$ cat src/common/chain_regs_pkg.sv
/*
 * Shared constants and types for the chain node register bank: register
 * offsets, reset values, status field positions, checksum settings and the
 * carriers used between the link layer and the register bank.
 * Assumes one system clock and a synchronous active-low reset.
 */
package chain_regs_pkg;

    // widths of the register port
    localparam int ADDR_W = 8;
    localparam int DATA_W = 16;
    localparam int AFIELD_W = 5;

    // fixed register offsets
    localparam logic [ADDR_W-1:0] OFS_ID = 8'h00;
    localparam logic [ADDR_W-1:0] OFS_ADDR = 8'h01;
    localparam logic [ADDR_W-1:0] OFS_STATUS = 8'h02;
    localparam logic [ADDR_W-1:0] OFS_AUX1 = 8'h2d;
    localparam logic [ADDR_W-1:0] OFS_AUX2 = 8'h2e;
    localparam logic [ADDR_W-1:0] OFS_TOTAL = 8'h2f;
    localparam logic [ADDR_W-1:0] OFS_DIAGNOSTIC_RESULT = 8'h50;

    // plain read/write table: thresholds, diagnostic setup, alu check data
    localparam int NUM_RW = 16;
    localparam logic [ADDR_W-1:0] RW_OFS [NUM_RW] = '{
        8'h40, 8'h42, 8'h44, 8'h46, 8'h48, 8'h49, 8'h4a, 8'h4b,
        8'h4c, 8'h4d, 8'h51, 8'h52, 8'h57, 8'h58, 8'h59, 8'h5a};
    localparam logic [DATA_W-1:0] RW_RST [NUM_RW] = '{
        16'hfffc, 16'hfffc, 16'h0000, 16'h0000, 16'hfffc, 16'h0000, 16'hfff0, 16'h0000,
        16'h0000, 16'h0000, 16'h0000, 16'h0000, 16'h0000, 16'h0000, 16'h0000, 16'h0000};
    localparam int RW_IDX_MISMATCH = 4;

    // reset values of the special registers
    localparam logic [DATA_W-1:0] ADDR_RST = 16'h0000;
    localparam logic [DATA_W-1:0] STATUS_RST = 16'h8000;

    // status bit positions
    localparam int ST_POR = 15;
    localparam int ST_OV = 14;
    localparam int ST_UV = 13;
    localparam int ST_SHDN_LATCH = 12;
    localparam int ST_SHDN_LIVE = 11;
    localparam int ST_MISMATCH = 10;
    localparam int ST_COLD = 9;
    localparam int ST_HOT = 8;
    localparam int ST_PEC = 7;
    localparam int ST_MAN = 4;
    localparam int ST_PAR = 2;
    localparam int ST_FAULT2 = 1;
    localparam int ST_FAULT1 = 0;

    // address register field positions
    localparam int FA_LSB = 8;
    localparam int DA_LSB = 0;

    // packet checksum: lsb-first crc-8, x^8+x^6+x^3+x^2+1
    localparam logic [7:0] CRC_POLY = 8'hb2;
    localparam logic [7:0] CRC_INIT = 8'h00;

    // command kinds handed over by the link layer
    typedef enum logic [1:0] {
        CMD_NONE = 2'b00,
        CMD_WRITE = 2'b01,
        CMD_ENUM = 2'b10
    } cmd_kind_e;

    typedef struct packed {
        cmd_kind_e kind;
        logic [ADDR_W-1:0] addr;
        logic [DATA_W-1:0] data;
        logic [7:0] pec;
    } cmd_s;

    typedef struct packed {
        logic [15:0] cell_over;
        logic [15:0] cell_under;
        logic [15:0] fault1;
        logic [15:0] fault2;
        logic aux0_over;
        logic aux1_over;
        logic aux0_under;
        logic aux1_under;
    } alert_s;

endpackage

$ cat src/verilog/packet_crc8.sv
/*
 * Running packet checksum over the command bytes of one packet.
 * Assumes the link layer pulses start_in at the first byte of a packet and
 * feeds neither the checksum byte nor the alive-counter byte.
 */
`timescale 1ns/1ps

module packet_crc8
    import chain_regs_pkg::*;
(
    input wire logic sys_clk_in, // system clock
    input wire logic resetn_in, // synchronous reset, active low
    input wire logic start_in, // first byte of a packet
    input wire logic byte_valid_in, // byte strobe
    input wire logic [7:0] byte_in, // packet byte
    output logic [7:0] crc_out // running checksum
);

    logic [7:0] crc_r;
    logic [7:0] seed;

    // one whole byte per cycle, bits taken lsb first
    function automatic logic [7:0] crc_step(input logic [7:0] crc, input logic [7:0] data);
        logic [7:0] c;
        c = crc ^ data;
        for (int i = 0; i < 8; i++) begin
            c = c[0] ? ((c >> 1) ^ CRC_POLY) : (c >> 1);
        end
        return c;
    endfunction

    // a new packet restarts from the initial value, even on its first byte
    assign seed = start_in ? CRC_INIT : crc_r;

    always_ff @(posedge sys_clk_in) begin
        if (!resetn_in) begin
            crc_r <= CRC_INIT;
        end else if (byte_valid_in) begin
            crc_r <= crc_step(seed, byte_in);
        end else if (start_in) begin
            crc_r <= CRC_INIT;
        end
    end

    assign crc_out = crc_r;

endmodule

$ cat src/verilog/chain_status_address_regs.sv
/*
 * Register bank of a daisy-chained monitor node: identification, chain
 * address, summary status, result words and the read/write threshold table.
 * Assumes a link layer that decodes frames, feeds command bytes to the
 * checksum engine and then presents one command with its received checksum.
 */
`timescale 1ns/1ps

// Functional notes
// - Power-on reset sets the power-on flag; writing one leaves it alone.
// - Over-voltage summary is OR of all sixteen cell over alerts.
// - Under-voltage summary is OR of all sixteen cell under alerts.
// - Latched shutdown-low flag clears only by writing zero or by reset.
// - Live shutdown-low bit follows the pin during diagnostic with supply valid.
// - Mismatch flag follows max minus min above threshold at each acquisition.
// - Cold summary is OR of over alerts of aux inputs 0 and 1.
// - Hot summary is OR of under alerts of aux inputs 0 and 1.
// - Checksum error sets a sticky flag; only writing zero or reset clears it.
// - Manchester error on lower port sets a sticky flag cleared by zero.
// - Parity error on lower port sets a sticky flag cleared by zero.
// - Fault summary 2 is OR of the second fault-mode word.
// - Fault summary 1 is OR of the first fault-mode word.
// - Reserved status and address bits read zero and ignore writes.
// - Enumeration stores received address while unlocked and always forwards it plus one.
// - Own address changes only by enumeration while unlock control is one.
// - First and own address fields feed broadcast read check handling.
// - Identification is read-only: model number high, die version low.
// - Commands with a wrong checksum byte are never executed.
// - Checksum is lsb-first crc-8 from zero, poly x^8+x^6+x^3+x^2+1.
module chain_status_address_regs
    import chain_regs_pkg::*;
#(
    parameter logic [11:0] MODEL_NUMBER = 12'h5a1, // arbitrary value
    parameter logic [3:0] DIE_VERSION = 4'h9 // arbitrary value
) (
    input wire logic sys_clk_in, // system clock, 20 MHz
    input wire logic resetn_in, // synchronous reset, active low
    input wire logic pkt_start_in, // first byte of a packet
    input wire logic pkt_byte_valid_in, // packet byte strobe
    input wire logic [7:0] pkt_byte_in, // packet byte
    input wire logic cmd_valid_in, // command ready to execute
    input wire cmd_s cmd_in, // kind, address, data, received checksum
    input wire logic link_pec_err_in, // checksum error seen by the link
    input wire logic manchester_err_in, // manchester error, lower port
    input wire logic parity_err_in, // parity error, lower port
    input wire logic addr_unlock_in, // address unlock control
    input wire logic shutdown_pin_in, // shutdown pin level, asynchronous
    input wire logic shdn_diagnostic_result_active_in, // shutdown diagnostic running
    input wire logic vaa_above_por_in, // analog supply above falling level
    input wire logic acq_done_in, // acquisition finished
    input wire logic [DATA_W-1:0] cell_max_in, // highest cell reading
    input wire logic [DATA_W-1:0] cell_min_in, // lowest cell reading
    input wire alert_s alerts_in, // alert and fault words
    input wire logic [DATA_W-1:0] aux1_result_in, // aux input 1 result
    input wire logic [DATA_W-1:0] aux2_result_in, // aux input 2 result
    input wire logic [DATA_W-1:0] total_result_in, // sum of cells
    input wire logic [DATA_W-1:0] diagnostic_result_result_in, // diagnostic result
    input wire logic rd_valid_in, // read request
    input wire logic [ADDR_W-1:0] rd_addr_in, // read address
    output logic [DATA_W-1:0] rd_data_out, // read data
    output logic rd_ack_out, // read data valid, one cycle
    output logic cmd_exec_out, // command executed, one cycle
    output logic pec_fail_out, // command dropped, one cycle
    output logic enum_fwd_valid_out, // forward enumeration, one cycle
    output logic [AFIELD_W-1:0] enum_fwd_addr_out, // address for next device
    output logic [AFIELD_W-1:0] first_address_out, // first address field
    output logic [AFIELD_W-1:0] own_address_out, // own address field
    output logic [NUM_RW-1:0][DATA_W-1:0] threshold_out // read/write table
);

    logic [7:0] crc_val;
    logic pec_ok;
    logic pec_bad;
    logic exec_write;
    logic exec_enum;
    logic status_wr;
    logic addr_wr;
    logic [AFIELD_W-1:0] fa_r;
    logic [AFIELD_W-1:0] da_r;
    logic [AFIELD_W-1:0] fwd_addr_r;
    logic fwd_valid_r;
    logic exec_r;
    logic fail_r;
    logic por_r;
    logic por_nxt;
    logic pec_flag_r;
    logic pec_flag_nxt;
    logic man_flag_r;
    logic man_flag_nxt;
    logic par_flag_r;
    logic par_flag_nxt;
    logic shdn_latch_r;
    logic shdn_latch_nxt;
    logic shdn_live_r;
    logic mismatch_r;
    logic mismatch_hit;
    logic [DATA_W-1:0] cell_spread;
    logic sync1_r;
    logic sync2_r;
    logic sync3_r;
    logic pin_lvl_r;
    logic shdn_sample;
    logic [NUM_RW-1:0][DATA_W-1:0] rw_r;
    logic [NUM_RW-1:0][DATA_W-1:0] rw_rd;
    logic [DATA_W-1:0] rw_or;
    logic [DATA_W-1:0] id_word;
    logic [DATA_W-1:0] addr_word;
    logic [DATA_W-1:0] status_word;
    logic [DATA_W-1:0] rd_word;
    logic [DATA_W-1:0] rd_data_r;
    logic rd_ack_r;
    logic ov_sum;
    logic uv_sum;
    logic cold_sum;
    logic hot_sum;
    logic f1_sum;
    logic f2_sum;

    // checksum over the command bytes of the current packet
    packet_crc8 u_crc (
        .sys_clk_in(sys_clk_in),
        .resetn_in(resetn_in),
        .start_in(pkt_start_in),
        .byte_valid_in(pkt_byte_valid_in),
        .byte_in(pkt_byte_in),
        .crc_out(crc_val)
    );

    // command gating: nothing executes unless the checksums match
    assign pec_ok = (crc_val == cmd_in.pec);
    assign pec_bad = cmd_valid_in && (cmd_in.kind != CMD_NONE) && !pec_ok;
    assign exec_write = cmd_valid_in && (cmd_in.kind == CMD_WRITE) && pec_ok;
    assign exec_enum = cmd_valid_in && (cmd_in.kind == CMD_ENUM) && pec_ok;
    assign status_wr = exec_write && (cmd_in.addr == OFS_STATUS);
    assign addr_wr = exec_write && (cmd_in.addr == OFS_ADDR);

    // summary flags are pure functions of their sources, so writes cannot touch them
    assign ov_sum = |alerts_in.cell_over;
    assign uv_sum = |alerts_in.cell_under;
    assign cold_sum = alerts_in.aux0_over | alerts_in.aux1_over;
    assign hot_sum = alerts_in.aux0_under | alerts_in.aux1_under;
    assign f2_sum = |alerts_in.fault2;
    assign f1_sum = |alerts_in.fault1;

    // sticky flags: a new event wins over a clear in the same cycle
    assign por_nxt = por_r && !(status_wr && !cmd_in.data[ST_POR]);
    assign pec_flag_nxt = pec_bad || link_pec_err_in || (pec_flag_r && !(status_wr && !cmd_in.data[ST_PEC]));
    assign man_flag_nxt = manchester_err_in || (man_flag_r && !(status_wr && !cmd_in.data[ST_MAN]));
    assign par_flag_nxt = parity_err_in || (par_flag_r && !(status_wr && !cmd_in.data[ST_PAR]));
    assign shdn_latch_nxt = shdn_sample || (shdn_latch_r && !(status_wr && !cmd_in.data[ST_SHDN_LATCH]));

    always_ff @(posedge sys_clk_in) begin
        if (!resetn_in) begin
            por_r <= STATUS_RST[ST_POR];
            pec_flag_r <= STATUS_RST[ST_PEC];
            man_flag_r <= STATUS_RST[ST_MAN];
            par_flag_r <= STATUS_RST[ST_PAR];
            shdn_latch_r <= STATUS_RST[ST_SHDN_LATCH];
        end else begin
            por_r <= por_nxt;
            pec_flag_r <= pec_flag_nxt;
            man_flag_r <= man_flag_nxt;
            par_flag_r <= par_flag_nxt;
            shdn_latch_r <= shdn_latch_nxt;
        end
    end

    // shutdown pin crosses in through three stages; a change counts once stages two and three agree
    always_ff @(posedge sys_clk_in) begin
        if (!resetn_in) begin
            sync1_r <= 1'b1;
            sync2_r <= 1'b1;
            sync3_r <= 1'b1;
            pin_lvl_r <= 1'b1;
        end else begin
            sync1_r <= shutdown_pin_in;
            sync2_r <= sync1_r;
            sync3_r <= sync2_r;
            pin_lvl_r <= (sync2_r == sync3_r) ? sync3_r : pin_lvl_r;
        end
    end

    // the pin is only meaningful while the diagnostic runs on a valid supply
    assign shdn_sample = shdn_diagnostic_result_active_in && vaa_above_por_in && !pin_lvl_r;

    always_ff @(posedge sys_clk_in) begin
        if (!resetn_in) begin
            shdn_live_r <= STATUS_RST[ST_SHDN_LIVE];
        end else if (shdn_diagnostic_result_active_in && vaa_above_por_in) begin
            shdn_live_r <= !pin_lvl_r;
        end
    end

    // mismatch is re-evaluated at every acquisition, so it clears itself; a negative spread counts as none
    assign cell_spread = (cell_max_in > cell_min_in) ? (cell_max_in - cell_min_in) : '0;
    assign mismatch_hit = cell_spread > rw_r[RW_IDX_MISMATCH];

    always_ff @(posedge sys_clk_in) begin
        if (!resetn_in) begin
            mismatch_r <= STATUS_RST[ST_MISMATCH];
        end else if (acq_done_in) begin
            mismatch_r <= mismatch_hit;
        end
    end

    // address fields: first address by broadcast write, own address only by unlocked enumeration
    always_ff @(posedge sys_clk_in) begin
        if (!resetn_in) begin
            fa_r <= ADDR_RST[FA_LSB +: AFIELD_W];
            da_r <= ADDR_RST[DA_LSB +: AFIELD_W];
        end else begin
            if (addr_wr) begin
                fa_r <= cmd_in.data[FA_LSB +: AFIELD_W];
            end
            if (exec_enum && addr_unlock_in) begin
                da_r <= cmd_in.data[DA_LSB +: AFIELD_W];
            end
        end
    end

    // enumeration passes on the received address plus one; the host keeps it within five bits
    always_ff @(posedge sys_clk_in) begin
        if (!resetn_in) begin
            fwd_valid_r <= 1'b0;
            fwd_addr_r <= '0;
            exec_r <= 1'b0;
            fail_r <= 1'b0;
        end else begin
            fwd_valid_r <= exec_enum;
            fwd_addr_r <= exec_enum ? (cmd_in.data[DA_LSB +: AFIELD_W] + 5'h01) : fwd_addr_r;
            exec_r <= exec_write || exec_enum;
            fail_r <= pec_bad;
        end
    end

    // read/write table, one register per entry
    for (genvar g = 0; g < NUM_RW; g++) begin : g_rw
        always_ff @(posedge sys_clk_in) begin
            if (!resetn_in) begin
                rw_r[g] <= RW_RST[g];
            end else if (exec_write && (cmd_in.addr == RW_OFS[g])) begin
                rw_r[g] <= cmd_in.data;
            end
        end
        assign rw_rd[g] = (rd_addr_in == RW_OFS[g]) ? rw_r[g] : '0;
    end

    // at most one table entry matches, so an or-tree serves as the selector
    always_comb begin
        rw_or = '0;
        for (int i = 0; i < NUM_RW; i++) begin
            rw_or = rw_or | rw_rd[i];
        end
    end

    // read words; reserved bits are constant zero
    assign id_word = {MODEL_NUMBER, DIE_VERSION};
    assign addr_word = {3'h0, fa_r, 3'h0, da_r};
    assign status_word = {por_r, ov_sum, uv_sum, shdn_latch_r, shdn_live_r, mismatch_r, cold_sum, hot_sum,
                          pec_flag_r, 2'h0, man_flag_r, 1'h0, par_flag_r, f2_sum, f1_sum};

    // read selection; unmapped addresses read zero
    assign rd_word = (rd_addr_in == OFS_ID) ? id_word :
                     (rd_addr_in == OFS_ADDR) ? addr_word :
                     (rd_addr_in == OFS_STATUS) ? status_word :
                     (rd_addr_in == OFS_AUX1) ? aux1_result_in :
                     (rd_addr_in == OFS_AUX2) ? aux2_result_in :
                     (rd_addr_in == OFS_TOTAL) ? total_result_in :
                     (rd_addr_in == OFS_DIAGNOSTIC_RESULT) ? diagnostic_result_result_in : rw_or;

    always_ff @(posedge sys_clk_in) begin
        if (!resetn_in) begin
            rd_data_r <= '0;
            rd_ack_r <= 1'b0;
        end else begin
            rd_data_r <= rd_valid_in ? rd_word : rd_data_r;
            rd_ack_r <= rd_valid_in;
        end
    end

    // outputs
    assign rd_data_out = rd_data_r;
    assign rd_ack_out = rd_ack_r;
    assign cmd_exec_out = exec_r;
    assign pec_fail_out = fail_r;
    assign enum_fwd_valid_out = fwd_valid_r;
    assign enum_fwd_addr_out = fwd_addr_r;
    assign first_address_out = fa_r;
    assign own_address_out = da_r;
    assign threshold_out = rw_r;
endmodule

$ cat config.mk
export PLATFORM = sky130hd
export DESIGN_NAME = chain_status_address_regs
export DESIGN_NICKNAME = d
export VERILOG_FILES = /design/src/common/chain_regs_pkg.sv /design/src/verilog/packet_crc8.sv /design/src/verilog/chain_status_address_regs.sv
export SDC_FILE = /design/constraint.sdc
export NUM_CORES = 1
export LEC_CHECK = 0
export BUFFER_PORTS_ARGS = -buffer_cell sky130_fd_sc_hd__buf_2
export CORE_AREA = 2 2 201 203
export DETAILED_ROUTE_END_ITERATION = 8
export DIE_AREA = 0 0 203 205
export PLACE_DENSITY = 0.71
export SLEW_MARGIN = 0
export SYNTH_ARGS = -nofsm -noshare
export SYNTH_HDL_FRONTEND = slang
export SYNTH_HIERARCHICAL = 1
export SYNTH_SLANG_ARGS = --single-unit
$ cat constraint.sdc
create_clock -name sys_clk_in -period 4.45 [get_ports sys_clk_in]
set_clock_uncertainty 0.15 [all_clocks]
set_input_delay 0.445 -clock sys_clk_in [delete_from_list [all_inputs] [get_ports sys_clk_in]]
set_output_delay 0.445 -clock sys_clk_in [all_outputs]
set_load 0.02 [all_outputs]
==> results of run 1 <==
==> kinds of logic (layout without fill, tap and decap cells) <==
group                    after synthesis  count (layout)  share of synthesized area, %
multiplexers                          35              35                          2.38
other                                  0              10                             0
AND/OR/NAND/NOR                      915             915                          25.7
buffers and inverters                221             693                          5.63
XOR/XNOR                              44              44                          2.71
adder cells (fa/ha/maj)               34              34                          2.70
flip-flops                           310             310                          38.7
AO/OA/AOI/OAI                        561             561                          22.2
==> state kept, by name (all words and copies together), names as in the netlist, 5 cells and up <==
signal	count
u_crc/crc_out	8
first_address_out	5
enum_fwd_addr_out	5
own_address_out	5
threshold_out	256
rd_data_out	16
==> final timing paths <==
path / slack [ns] / endpoint / start / cells after the start
setup / recovery: 0.22 / mismatch_r / cell_max_in[0] / 22
hold / removal: 0.01 / pec_flag_r / link_pec_err_in / 3
setup reg to reg: 1.12 / threshold_out[138] / u_crc/crc_out[3] / 7
hold reg to reg: 0.29 / sync2_r / sync1_r / 1
==> routing by layer <==
| layer | wire length [um] | track usage, % | vias up | part of all wire [%] |
|---|---|---|---|---|
| met4 | 5850 | 22.8 | 2 | 7.1 |
| met1 | 29400 | 45.2 | 8825 | 36 |
| met3 | 9710 | 9.34 | 323 | 12 |
| met5 | 19 | 0 | - | 0.023 |
| met2 | 37400 | 61.7 | 1386 | 45 |
| li1 | - | - | 8341 | - |
==> cell type report <==
type                            count  area [um^2]
Clock buffer                       49         1000
Tap cell                          525          657
Multi-Input combinational cell   1589         8960
Fill cell                        3867        19100
Inverter                           57          219
Sequential cell                   310         6210
Timing Repair Buffer              574         3030
Clock inverter                     13          130
Antenna cell                       10         25.0
==> timing repair <==
item,4_1_cts,5_1_grt
gates resized for setup,0,0
hold endpoints to repair,2,0
buffers inserted,0,0
hold buffers,2,0
==> power by group <==
group,switching [mW],internal (mW)
Clock,1.23,1.69
Sequential,0.0543,2.81
Combinational,0.573,0.391
==> synthesized netlist by cell type (all sizes together) (17+ instances only) <==
master and n:
nand2 576, dfxtp 310, a21oi 258, clkbuf 120, nor2 86, nand3 74, o21ai 61, inv 56
buf 44, a22oi 43, nor3 34, ha 33, xnor2 31, mux2i 27, nand4 24, nor4 22
o211ai 22, nor2b 18, a22o 17, a31oi 17
==> worst max-delay path, delay by kind of cell <==
| family | cells | cell delay (ns) |
|---|---|---|
| buffers and inverters | 5 | 0.67 |
| and+or+nand+nor | 2 | 0.19 |
| AOI/OAI and AO/OA | 12 | 2.37 |
| adders and majority gates | 3 | 0.81 |
==> stage by stage <==
stage          setup WS, ns  util, %  setup TNS [ns]  instances
4_1_cts               0.321     51.3               0       3117
5_1_grt               0.125     51.4               0       3125
6_report              0.216     51.4               0       3127
3_5_place_dp         -0.212     48.4          -0.212       3053
3_3_place_gp        -0.0960     48.4         -0.0960       3053
2_1_floorplan         0.288        -               0       2120
==> flow_summary.json, run 1 <==
{
  "worstMarginPinSlew_ns": 1.20,
  "synthesis.area_um2": 16100,
  "yosys_warnings": 6,
  "die_h_um": 205,
  "first_pass_iters": 7,
  "power_mw": 6.75,
  "grt_util_all_layers_pct": 37.9,
  "post-route-period-util_pct": 95.1,
  "port_buffers": 518,
  "powerDensity_nw_per_um2": 334,
  "grt_pass1_vias": 17630,
  "drive_gt1_share_pct": 26.0,
  "slowest_stage": "a2111oi_0",
  "max_stage_delay_ns": 0.57,
  "hold_slack_ns": 0.00991,
  "nets": 2829,
  "min_period_ns": 4.23,
  "grt_max_degree": 163,
  "max_freq_mhz": 236,
  "place_congestion": 0.986,
  "num_rows": 73,
  "final_common_cell": "nand2_1",
  "synth_fp_nets": 2382,
  "hold_viol_final": 0,
  "grt_setup_unrepaired": "false",
  "cts_buffer_depth": 3,
  "synth-main-ff-cell": "dfxtp_1",
  "ys_ff_latch": 310,
  "status": "finished, final reports clean",
  "irDropWorstVdd_mv": 0.229,
  "syn_inst": 2120,
  "slew_violations": 0,
  "crit_type": "primary input to flip-flop",
  "hold_path_class": "primary input to flip-flop",
  "yosysTopAreaCell": "dfxtp_1",
  "clk_latency_ns": 0.54,
  "grt_pass1_wl_um": 117000,
  "fin_area_um2": 20200,
  "dpl.hpwl_um": 61900,
  "htreeDepth": 2,
  "drt_iter0_drc": 2471,
  "setup.worst_path.start_class": "primary input",
  "synthArstFlopShare_pct": 0,
  "chipWidth_um": 203,
  "cp.required_ns": 4.72,
  "grt_overflow": 0,
  "cp_max_fo": 9,
  "avgSynthCellArea_um2": 7.57,
  "numCtsBuffers": 35,
  "drt-total-wl_um": 82400,
  "cts_root_buf": "clkbuf_16",
  "antenna_found_initial": 11,
  "path_cells": "buf_2 > inv_1 > ha_1 > inv_1 > fa_1 > a211oi_1 > o21ai_0 > a2111oi_0 > buf_4 > o31a_1 > o21ai_0 > o41ai_2 > buf_4 > nor2_1 > ha_1 > nor2b_1 > o21a_1 > o21ai_0 > a221oi_1 > o211ai_1 > a21oi_1 > a31o_2",
  "cts.clk_slew.worst_paths_ns": 0.06,
  "die-area_um2": 41600,
  "place_area_um2": 19000,
  "drv_cap": 0,
  "yosysSeqAreaShare_pct": 38.7,
  "drcViolationCount": 0,
  "relSlewSlack_pct": 19.2,
  "final_cell_mix": "nand2_1, buf_2, dfxtp_1",
  "core_um2": 39400,
  "power_leakage_nw": 8.59,
  "postRouteAntennaNets": 0,
  "clock-sinks": 310,
  "synth_edf_count": 0,
  "wl_per_cell_um": 26.4,
  "start_util_pct": 40.8,
  "area_growth_pct": 26.0,
  "crit_top_cell": "o21ai_0",
  "vias_per_cell": 6.04,
  "cts_tree": "done",
  "netlist_top_cells_area": "dfxtp_1, nand2_1, a21oi_1, clkbuf_1, ha_1",
  "ios": 519,
  "crit_arrival_ns": 4.50,
  "setup_viol": 0,
  "via_count": 18877,
  "endpoint_kind": "flip-flop",
  "yosysTopAreaCellShare_pct": 38.7,
  "yosys.cell_types.count": 91
}
No activity file was read; power rests on OpenSTA's default activity.
==> inputs of run 2 (changes only) <==
Settings changed: ABC_AREA from default to 1, CORE_AREA 2 2 201 203 to 2 2 203 205, DIE_AREA 0 0 203 205 to 0 0 205 207.
==> run 2 against run 1 <==
Effect of this change: clock power is 9.9% higher; power decreased by 0.76%; register-to-register slack gained 0.13 ns; area after synthesis up 1.3%; combinational power fell by 29%; core utilization down 0.88 points; first-iteration DRC count is 25% lower; global-route usage fell by 2.9 points; sequential power is 2% lower; die area rose by 2.0%; largest power group unchanged.
==> flow_summary.json, run 2 <==
{
  "grt_util_all_layers_pct": 35.0,
  "slowest_stage": "nand4_2",
  "die_h_um": 207,
  "endpoint_kind": "flip-flop",
  "via_count": 18349,
  "wl_met1_um": 31600,
  "clock-sinks": 310,
  "yosys_warnings": 6,
  "postRouteAntennaNets": 0,
  "cts_root_buf": "clkbuf_16",
  "largest_register_ffs": 256,
  "ff_latch_area_um2": 6210,
  "fin_util_pct": 50.5,
  "relSlewSlack_pct": 30.8,
  "crit_arrival_ns": 3.46,
  "port_buffers": 518,
  "power_leakage_nw": 9.83,
  "instances_no_fill": 3355,
  "core_um2": 40400,
  "die-area_um2": 42400,
  "synth_fp_nets": 2600,
  "numCtsBuffers": 37,
  "setup.worst_path.start_class": "flip-flop",
  "setup_tns_ns": 0,
  "drt-total-wl_um": 77200,
  "grt_pass1_wl_um": 110000,
  "place_congestion": 0.974,
  "setup_viol": 0,
  "drv_cap": 0,
  "yosysTopAreaCellShare_pct": 38.2,
  "powerDensity_nw_per_um2": 328,
  "clk_latency_ns": 0.54,
  "nets": 3050,
  "fillers": 4141,
  "status": "finished, final reports clean",
  "ctsResizeCount": 0,
  "path_cells": "xnor2_1 > nand4_1 > nor3_2 > nand2_4 > inv_4 > nand4_2 > o21ai_0 > a21oi_1",
  "cts_tree": "done",
  "synth_edf_count": 0,
  "grt_setup_unrepaired": "false",
  "vias_per_cell": 5.47,
  "start_util_pct": 40.3,
  "antenna_found_initial": 5,
  "grt_pass1_vias": 16886,
  "synthMostInstantiatedCell": "nand2_1",
  "synthArstFlopShare_pct": 0,
  "synth-main-ff-cell": "dfxtp_1",
  "slew_violations": 0,
  "crit_type": "flip-flop to flip-flop",
  "syn_inst": 2338,
  "grt_overflow": 0,
  "first_pass_iters": 7,
  "yosysSeqAreaShare_pct": 38.2,
  "max_stage_delay_ns": 0.73,
  "dr_wl_met2_um": 34200,
  "synthTopCellsByCount": "nand2_1, inv_1, dfxtp_1, a21oi_1, o21ai_0",
  "hold_viol_final": 0,
  "wl_met3_um": 7570,
  "netlist_top_cells_area": "dfxtp_1, nand2_1, a21oi_1, inv_1, o21ai_0",
  "cts_buffer_depth": 3,
  "cp_max_fo": 33,
  "drt_iter0_drc": 1852,
  "final_cell_mix": "buf_2, nand2_1, inv_1",
  "hold_path_class": "primary input to flip-flop",
  "multi_input_area_um2": 8140,
  "final_common_cell": "buf_2",
  "yosys.cell_types.count": 54,
  "cp.required_ns": 4.71,
  "dpl.hpwl_um": 59800,
  "htreeDepth": 2,
  "wl_per_cell_um": 23.0,
  "avgSynthCellArea_um2": 6.96,
  "num_rows": 74,
  "highest_layer": "met4",
  "max_freq_mhz": 312,
  "drcViolationCount": 0,
  "chipWidth_um": 205,
  "drive_gt1_share_pct": 24.7,
  "ios": 519,
  "dp_cells": 3278,
  "rrSetupSlack_ns": 1.25,
  "yosysTopAreaCell": "dfxtp_1",
  "irDropWorstVdd_mv": 0.228,
  "ys_ff_latch": 310,
  "cts.clk_slew.worst_paths_ns": 0.06,
  "worstMarginPinSlew_ns": 1.04,
  "grt_max_degree": 200,
  "post-route-period-util_pct": 71.9,
  "synthesis.area_um2": 16300,
  "min_period_ns": 3.20,
  "area_growth_pct": 25.3,
  "post_cts_buffers": 0
}
## run 2: changes by cell type after synthesis, sizes merged, moves of 27 or more
cell    delta
nand3     +45
a22oi     -43
clkbuf    -47
mux2i     -27
inv      +288
nand2    -102
o211ai    +40
o22ai     +37
o21ai    +155
nor2      +74
## run 2: worst paths after layout
| kind | from | endpoint | depth (start not counted) |
|---|---|---|---|
| worst max-delay path | u_crc/crc_out[2] | threshold_out[0] | 8 |
| worst min-delay path | manchester_err_in | man_flag_r | 3 |
| worst max register to register | u_crc/crc_out[2] | threshold_out[0] | 8 |
| worst min register to register | sync1_r | sync2_r | 1 |
## run 2: worst max-delay path: cells and delay by family (launching register included)
family          cells  cell delay (ns)
compound gates      2             0.48
xor+xnor            1             0.13
buf+inv             1             0.38
flops               1             0.39
simple gates        4             1.52
## run 2: repair_timing
item	CTS	global route
endpoints found under the hold margin	3	0
endpoints found under the setup margin	0	0
hold buffers	3	0
## run 2: cell families after synthesis
logic type / synth area share, %
AOI/OAI and AO/OA: 21.9
xor gates and xnor gates: 1.18
adders and majority gates: 2.66
buffers and inverters: 11.9
DFF: 38.2
and+or+nand+nor: 24.3
## run 2: cell type report
type	instances	area share, %
multi-input combinational	1556	39.9
sequential	310	30.4
timing repair buffer	536	13.5
inverter	347	6.40
clock buffer	55	5.62
tap	532	3.27
clock inverter	13	0.749
antenna	6	0.0737
## run 2: metrics by stage
step	total power [mW]	hold WS [ns]	area, um^2	worst slack (ns)
after floorplan	3.26	0.243	16300	1.08
after global placement	3.53	0.245	19000	0.823
after detailed placement	3.53	0.273	19000	0.846
after CTS	6.71	0.00921	20400	1.30
after global routing	6.90	0.0449	20400	0.982
final	6.70	0.0327	20400	1.25
## run 2: routing by layer
| layer | GRT usage, % | vias up |
|---|---|---|
| li1 | - | 8650 |
| met2 | 54.1 | 990 |
| met4 | 16.3 | 0 |
| met3 | 7.41 | 141 |
| met1 | 46.4 | 8568 |
| met5 | 0 | - |
## run 2: power by group
group	switching [mW]	internal (mW)	leakage, nW	total [mW]
registers	0.0140	2.79	2.50	2.81
logic	0.456	0.226	6.68	0.682
clock network	1.25	1.96	0.640	3.21
total	1.72	4.98	9.83	6.70
